File: src/logic/pcp_pkg.sv
// Constants, enumerations and reset values for the parallel configuration port handshake
package pcp_pkg;

   // Configuration schemes selected by the mode straps
   typedef enum logic [1:0] {
      parallel_async_scheme,
      fast_parallel_passive_scheme,
      serial_passive_scheme,
      serial_active_scheme
   } pcp_scheme_t;

   // Device configuration phases seen by the port
   typedef enum logic [1:0] {
      PH_POWER_UP,
      PH_CONFIG,
      PH_INIT,
      PH_USER
   } pcp_phase_t;

   localparam int         BYTE_W       = 8;
   localparam int         PAGE_W       = 3;
   localparam int         PIN_CTRL_W   = 5;
   localparam int         MSB_POS      = 7;
   localparam int         SYNC_STAGES  = 3;
   localparam logic [7:0] BYTE_RST     = 8'h00;
   localparam logic [2:0] PAGE_RST     = 3'h0;

   // Positions of the control pins in the synchroniser bundle
   localparam int         POS_WS_N     = 0;
   localparam int         POS_RS_N     = 1;
   localparam int         POS_CS_LOW   = 2;
   localparam int         POS_CS_HIGH  = 3;
   localparam int         POS_UPD_SEL  = 4;
   // Idle pin levels loaded at reset: strobes high, device deselected
   localparam logic [4:0] PIN_CTRL_RST = 5'h07;

endpackage

File: src/logic/pcp_top.sv
// Device side of the byte-wide parallel configuration port with upgrade page select
`timescale 1ns/1ps
module pcp_top (
   // Clock and reset
   input  wire logic                  clock_i,
   input  wire logic                  rst_i,
   // Device configuration state
   input  wire pcp_pkg::pcp_scheme_t  scheme_i,
   input  wire logic                  config_start_i,
   input  wire logic                  config_done_i,
   input  wire logic                  user_mode_i,
   input  wire logic                  upgrade_enable_i,
   input  wire logic [2:0]            page_value_i,
   // Host pins
   input  wire logic                  chip_select_low_i,
   input  wire logic                  chip_select_high_i,
   input  wire logic                  write_strobe_n_i,
   input  wire logic                  read_strobe_n_i,
   input  wire logic [7:0]            config_bus_i,
   input  wire logic                  update_source_select_i,
   // Driven pins, enables low while driving
   output logic                       config_bus_msb_o,
   output logic                       config_bus_msb_oe_n_o,
   output logic                       ready_busy_flag_o,
   output logic                       ready_busy_flag_oe_n_o,
   output logic [2:0]                 page_select_out_o,
   output logic                       page_select_oe_n_o,
   // Captured bytes towards the frame loader
   output logic [7:0]                 byte_data_o,
   output logic                       byte_valid_o,
   input  wire logic                  byte_ready_i,
   // Status towards the device core
   output logic                       remote_update_o,
   output logic                       upgrade_pins_active_o,
   output logic                       user_io_release_o,
   output logic                       selected_o
);
   import pcp_pkg::*;

   pcp_phase_t       phase;
   pcp_phase_t       next_phase;
   logic [4:0]       pin_ctrl_raw;
   logic [4:0]       pin_ctrl;
   logic [7:0]       bus_level;
   logic             ws_n_prev;
   logic             busy;
   logic             is_ppa;
   logic             sel;
   logic             ws_rise;
   logic             take_byte;
   logic             consume;
   logic             port_owned;
   logic             upgrade_active;
   logic             next_ready;

   assign pin_ctrl_raw[POS_WS_N]    = write_strobe_n_i;
   assign pin_ctrl_raw[POS_RS_N]    = read_strobe_n_i;
   assign pin_ctrl_raw[POS_CS_LOW]  = chip_select_low_i;
   assign pin_ctrl_raw[POS_CS_HIGH] = chip_select_high_i;
   assign pin_ctrl_raw[POS_UPD_SEL] = update_source_select_i;

   pcp_sync #(
      .WIDTH   (PIN_CTRL_W),
      .RST_VAL (PIN_CTRL_RST)
   ) u_sync_ctrl (
      .clock_i (clock_i),
      .rst_i   (rst_i),
      .pin_i   (pin_ctrl_raw),
      .level_o (pin_ctrl)
   );

   // Data takes the same path length as the write strobe, so the edge sees settled data
   pcp_sync #(
      .WIDTH   (BYTE_W),
      .RST_VAL (BYTE_RST)
   ) u_sync_bus (
      .clock_i (clock_i),
      .rst_i   (rst_i),
      .pin_i   (config_bus_i),
      .level_o (bus_level)
   );

   assign is_ppa = (scheme_i == parallel_async_scheme);
   // Both selects must agree; a host using one ties the other active
   assign sel = ~pin_ctrl[POS_CS_LOW] & pin_ctrl[POS_CS_HIGH];
   // Port is owned from power-up until user mode, only in the parallel async scheme
   assign port_owned = is_ppa && (phase != PH_USER);
   assign ws_rise = ~ws_n_prev & pin_ctrl[POS_WS_N];
   // A write while busy breaks the host handshake and is dropped rather than overwriting
   assign take_byte = ws_rise && sel && is_ppa && (phase == PH_CONFIG) && !busy;
   assign consume = byte_valid_o && byte_ready_i;

   // Phase sequence of the surrounding configuration controller
   always_comb begin
      next_phase = phase;
      case (phase)
         PH_POWER_UP: begin
            if (config_start_i) begin
               next_phase = PH_CONFIG;
            end
         end
         PH_CONFIG: begin
            if (config_done_i) begin
               next_phase = PH_INIT;
            end
         end
         PH_INIT: begin
            if (user_mode_i) begin
               next_phase = PH_USER;
            end
         end
         PH_USER: begin
            next_phase = PH_USER;
         end
         default: begin
            next_phase = PH_POWER_UP;
         end
      endcase
   end

   always_ff @(posedge clock_i or posedge rst_i) begin
      if (rst_i) begin
         phase <= PH_POWER_UP;
      end else begin
         phase <= next_phase;
      end
   end

   // Strobe edge detector on the filtered level only
   always_ff @(posedge clock_i or posedge rst_i) begin
      if (rst_i) begin
         ws_n_prev <= 1'b1;
      end else begin
         ws_n_prev <= pin_ctrl[POS_WS_N];
      end
   end

   // Byte holding register and busy state; one byte in flight at a time
   always_ff @(posedge clock_i or posedge rst_i) begin
      if (rst_i) begin
         byte_data_o  <= BYTE_RST;
         byte_valid_o <= 1'b0;
         busy         <= 1'b0;
      end else begin
         if (take_byte) begin
            byte_data_o  <= bus_level;
            byte_valid_o <= 1'b1;
            busy         <= 1'b1;
         end else if (consume) begin
            byte_valid_o <= 1'b0;
            busy         <= 1'b0;
         end
      end
   end

   // Busy only counts in configuration; before and after it the flag shows ready
   assign next_ready = (phase == PH_CONFIG) ? !(busy || take_byte) : 1'b1;

   always_ff @(posedge clock_i or posedge rst_i) begin
      if (rst_i) begin
         ready_busy_flag_o      <= 1'b1;
         ready_busy_flag_oe_n_o <= 1'b1;
         config_bus_msb_o       <= 1'b1;
         config_bus_msb_oe_n_o  <= 1'b1;
      end else begin
         ready_busy_flag_o      <= next_ready;
         ready_busy_flag_oe_n_o <= !port_owned;
         config_bus_msb_o       <= next_ready;
         // An unused read strobe held high never turns the MSB driver on
         config_bus_msb_oe_n_o  <= !(port_owned && sel && !pin_ctrl[POS_RS_N]);
      end
   end

   // Upgrade pins: remote or local select in passive and parallel async schemes only
   assign upgrade_active = upgrade_enable_i && (scheme_i != serial_active_scheme);

   always_ff @(posedge clock_i or posedge rst_i) begin
      if (rst_i) begin
         remote_update_o    <= 1'b0;
         page_select_out_o  <= PAGE_RST;
         page_select_oe_n_o <= 1'b1;
      end else begin
         remote_update_o    <= upgrade_active && pin_ctrl[POS_UPD_SEL];
         page_select_out_o  <= upgrade_active ? page_value_i : PAGE_RST;
         page_select_oe_n_o <= !upgrade_active;
      end
   end

   // Status; a host dropping select mid-configuration simply stalls the stream
   always_ff @(posedge clock_i or posedge rst_i) begin
      if (rst_i) begin
         upgrade_pins_active_o <= 1'b0;
         user_io_release_o     <= 1'b0;
         selected_o            <= 1'b0;
      end else begin
         upgrade_pins_active_o <= upgrade_active;
         user_io_release_o     <= !port_owned;
         selected_o            <= sel && is_ppa;
      end
   end

endmodule // pcp_top

File: src/logic/pcp_sync.sv
// Three-stage pin synchroniser whose output follows once stages two and three agree
`timescale 1ns/1ps
module pcp_sync #(
   parameter int         WIDTH = 1,
   parameter logic [WIDTH-1:0] RST_VAL = '0
) (
   // Clock and reset
   input  wire logic             clock_i,
   input  wire logic             rst_i,
   // Pins and filtered levels
   input  wire logic [WIDTH-1:0] pin_i,
   output logic      [WIDTH-1:0] level_o
);

   logic [WIDTH-1:0] stage1;
   logic [WIDTH-1:0] stage2;
   logic [WIDTH-1:0] stage3;

   // Stage one is read by stage two only, to keep metastability out of the filter
   always_ff @(posedge clock_i or posedge rst_i) begin
      if (rst_i) begin
         stage1 <= RST_VAL;
         stage2 <= RST_VAL;
         stage3 <= RST_VAL;
      end else begin
         stage1 <= pin_i;
         stage2 <= stage1;
         stage3 <= stage2;
      end
   end

   // Per-bit agreement filter rejects single-cycle glitches
   always_ff @(posedge clock_i or posedge rst_i) begin
      if (rst_i) begin
         level_o <= RST_VAL;
      end else begin
         for (int i = 0; i < WIDTH; i++) begin
            if (stage2[i] == stage3[i]) begin
               level_o[i] <= stage3[i];
            end
         end
      end
   end

endmodule // pcp_sync

File: config.mk
export PLATFORM = sky130hd
export DESIGN_NAME = pcp_top
export DESIGN_NICKNAME = d
export VERILOG_FILES = /design/src/logic/pcp_pkg.sv /design/src/logic/pcp_top.sv /design/src/logic/pcp_sync.sv
export SDC_FILE = /design/constraint.sdc
export NUM_CORES = 1
export LEC_CHECK = 0
export BUFFER_PORTS_ARGS = -buffer_cell sky130_fd_sc_hd__clkbuf_2
export CORE_ASPECT_RATIO = 1.2
export CORE_UTILIZATION = 30
export DETAILED_ROUTE_END_ITERATION = 16
export HOLD_SLACK_MARGIN = 0.03
export PLACE_DENSITY = 0.5
export SLEW_MARGIN = 20
export SYNTH_ARGS = -nofsm -noshare
export SYNTH_HDL_FRONTEND = slang
export SYNTH_SLANG_ARGS = --single-unit
File: constraint.sdc
create_clock -name clock_i -period 7.5 [get_ports clock_i]
set_input_delay 1.5 -clock clock_i [delete_from_list [all_inputs] [get_ports clock_i]]
set_output_delay 1.5 -clock clock_i [all_outputs]
set_load 0.02 [all_outputs]
==> flow_summary.ini <==
[final_layout]
final_util_pct = 38.8
final_common_cell = dfrtp_1
final_area_um2 = 2820
layout_common_cells = 58 x dfrtp_1, 45 x clkbuf_2, 17 x dfstp_2
nets = 202
syn_to_final_growth_pct = 24.2
drive_above_1_share_pct = 49.5
antenna_cells = 0

[critical_path]
critPathCapture = byte_data_o[0]$_DFFE_PP0P_
rr_startpoint = u_sync_ctrl.level_o[0]$_DFFE_PP1N_
crit_chain = clkbuf_2 -> or4b_1 -> nor3_4 -> mux2_2
r2r_end = byte_data_o[0]$_DFFE_PP0P_
cpLargestDelayFamily = simple AND/OR/NAND/NOR gates
cp.required_ns = 7.72
start_kind = primary input
max_stage_delay_ns = 0.60
crit_type = primary input to flip-flop
slowest_stage = or4b_1
crit_cells = 4
critPathBufInv = 1
end_kind = flip-flop
critical_path_peak_fanout = 9
cp-startpoint = scheme_i[1]
worstPathArrival_ns = 3.04
reg2reg_depth = 3
r2r_slack_ns = 5.50

[floorplan]
core_area_um2 = 7270
die_w_um = 81.5
die_h_um = 97.4
io_pins = 46
die-area_um2 = 7930
rows = 34
start_util_pct = 31.3

[drt]
drt_iter0_markers = 44
first_pass_iters = 2
drc = 0
wl_mm = 3.37
num_vias = 1101
wl_per_cell_um = 12.4
via_per_inst = 4.05
ant_nets = 0

[logic_synthesis]
synthCells = 121
synth_area_um2 = 2270
synth-seq-cells = 75
synth_nets = 146
synth.yosys.seq_area_share_pct = 83.5
ys_types = 18
ys_warn_count = 0
syn_avg_cell_area_um2 = 18.8

[placed_design]
gp_congestion = 0.653
io_buffers = 45
hpwl_mm = 2.19
dp_slack_ns = 4.28
place_area_um2 = 2610

[timing]
fin_skew_ns = 0.00754
max_slew_margin_pct = 40.6
finalCritPeriodShare_pct = 37.6
hold_slack_ns = 0.353
rsz0062_at_grt = no
tightest_slew_ns = 0.891
setup_viol = 0
period_needed_ns = 2.82
finalHoldViolCount = 0
fin_ws_ns = 4.68
tns_ns = 0
fmax_ghz = 0.354
finalMaxSlewViolations = 0

[clock_tree]
clk_pin_slew_worst_paths_ns = 0.07
cts_resized = 0
cts_tree = yes
hold_buffers = 0
htreeDepth = 3
cts.path.max_buffers = 2
insertion_delay_ns = 0.34
cts-buffers-inserted = 9
cts-root-buf = clkbuf_8
post_cts_buffers = 0
cts.sinks = 75

[grt]
use_met2_pct = 12.9
overflow = 0
grt_pass1_vias = 1085
met3_usage_pct = 5.07
grt_util_met1_pct = 13.0
grtUsageTotal_pct = 9.79
top_usage_layer = met1
antenna_found_initial = 0
grt_pass1_wl_mm = 5.53
grt_max_degree = 76

[flow_run]
maxCapViolations = 0

[power]
leakage_uw = 0.00132
ir_drop_v = 0.000173
powerDensity_nw_per_um2 = 277

[worst_hold_path]
hp-class = flip-flop to flip-flop

[status]
outcome = complete, no violations
-- layout make-up --
class	instances	area, um2
Clock buffer	12	165
Timing Repair Buffer	46	233
Fill cell	679	4450
Clock inverter	4	47.5
Multi-Input combinational cell	40	349
Tap cell	90	113
Inverter	5	18.8
Sequential cell	75	1900
-- logic make-up after synthesis --
| family | after synthesis | synth area share (%) |
|---|---|---|
| buf+inv | 6 | 1.16 |
| compound gates | 8 | 2.26 |
| flops | 75 | 83.5 |
| mux | 8 | 3.96 |
| fa+ha+maj | 13 | 5.72 |
| simple gates | 11 | 3.41 |
-- metal layers --
metal  share of wire (%)  wire length [um]  vias up
li1                    -                 -      513
met1                  47              1570      540
met2                  43              1440       40
met3                 8.4               283        8
met4                 2.2                75        0
met5                   0                 0        -
-- state kept, by name, indices dropped and copies added, names as in the netlist --
name and flops:
config_bus_msb_oe_n_o 1, u_sync_bus.stage3 8, upgrade_pins_active_o 1, u_sync_ctrl.stage1 5, page_select_out_o 3, u_sync_bus.stage2 8
u_sync_ctrl.level_o 5, u_sync_ctrl.stage2 5, u_sync_bus.stage1 8, u_sync_bus.level_o 8, user_io_release_o 1, ws_n_prev 1
u_sync_ctrl.stage3 5, page_select_oe_n_o 1, selected_o 1, ready_busy_flag_o 1, busy 1, byte_data_o 8
remote_update_o 1, phase 2, ready_busy_flag_oe_n_o 1
-- stage by stage --
stage | power, uW | cells
global route | 823 | 272
detailed placement | 474 | 256
floorplan | 459 | 121
finish | 782 | 272
CTS | 795 | 272
global placement | 471 | 256
-- Yosys cell counts --
cell	number	share of area, %
a21boi_0	1	0.33
dfrtp_1	58	64
nor2_1	1	0.16
o21ai_0	3	0.66
and2_1	4	1.1
or4bb_1	1	0.50
nor3_4	1	0.72
a21o_2	1	0.39
a21oi_1	1	0.22
nand2_1	3	0.50
or4b_1	1	0.44
buf_4	1	0.33
maj3_1	13	5.7
a31oi_1	1	0.28
inv_1	5	0.83
a211o_1	1	0.39
dfstp_2	17	20
mux2_2	8	4.0
-- worst min path at each step --
stage	cells past startpoint	slack [ns]	to	start
after floorplan	0	0.33	u_sync_bus.stage2[0]$_DFF_PP0_	u_sync_bus.stage1[0]$_DFF_PP0_
after global placement	0	0.33	u_sync_bus.stage2[0]$_DFF_PP0_	u_sync_bus.stage1[0]$_DFF_PP0_
after detailed placement	0	0.34	u_sync_bus.stage2[4]$_DFF_PP0_	u_sync_bus.stage1[4]$_DFF_PP0_
after CTS	0	0.35	u_sync_bus.stage2[4]$_DFF_PP0_	u_sync_bus.stage1[4]$_DFF_PP0_
after global routing	0	0.36	u_sync_bus.stage2[0]$_DFF_PP0_	u_sync_bus.stage1[0]$_DFF_PP0_
final	0	0.35	u_sync_bus.stage2[0]$_DFF_PP0_	u_sync_bus.stage1[0]$_DFF_PP0_
-- power by group --
group	internal, uW	switching (uW)	total, uW
registers	428	8.60	437
clock network	180	137	317
logic	12.1	15.8	27.9
(Power assumes the default switching activity.)
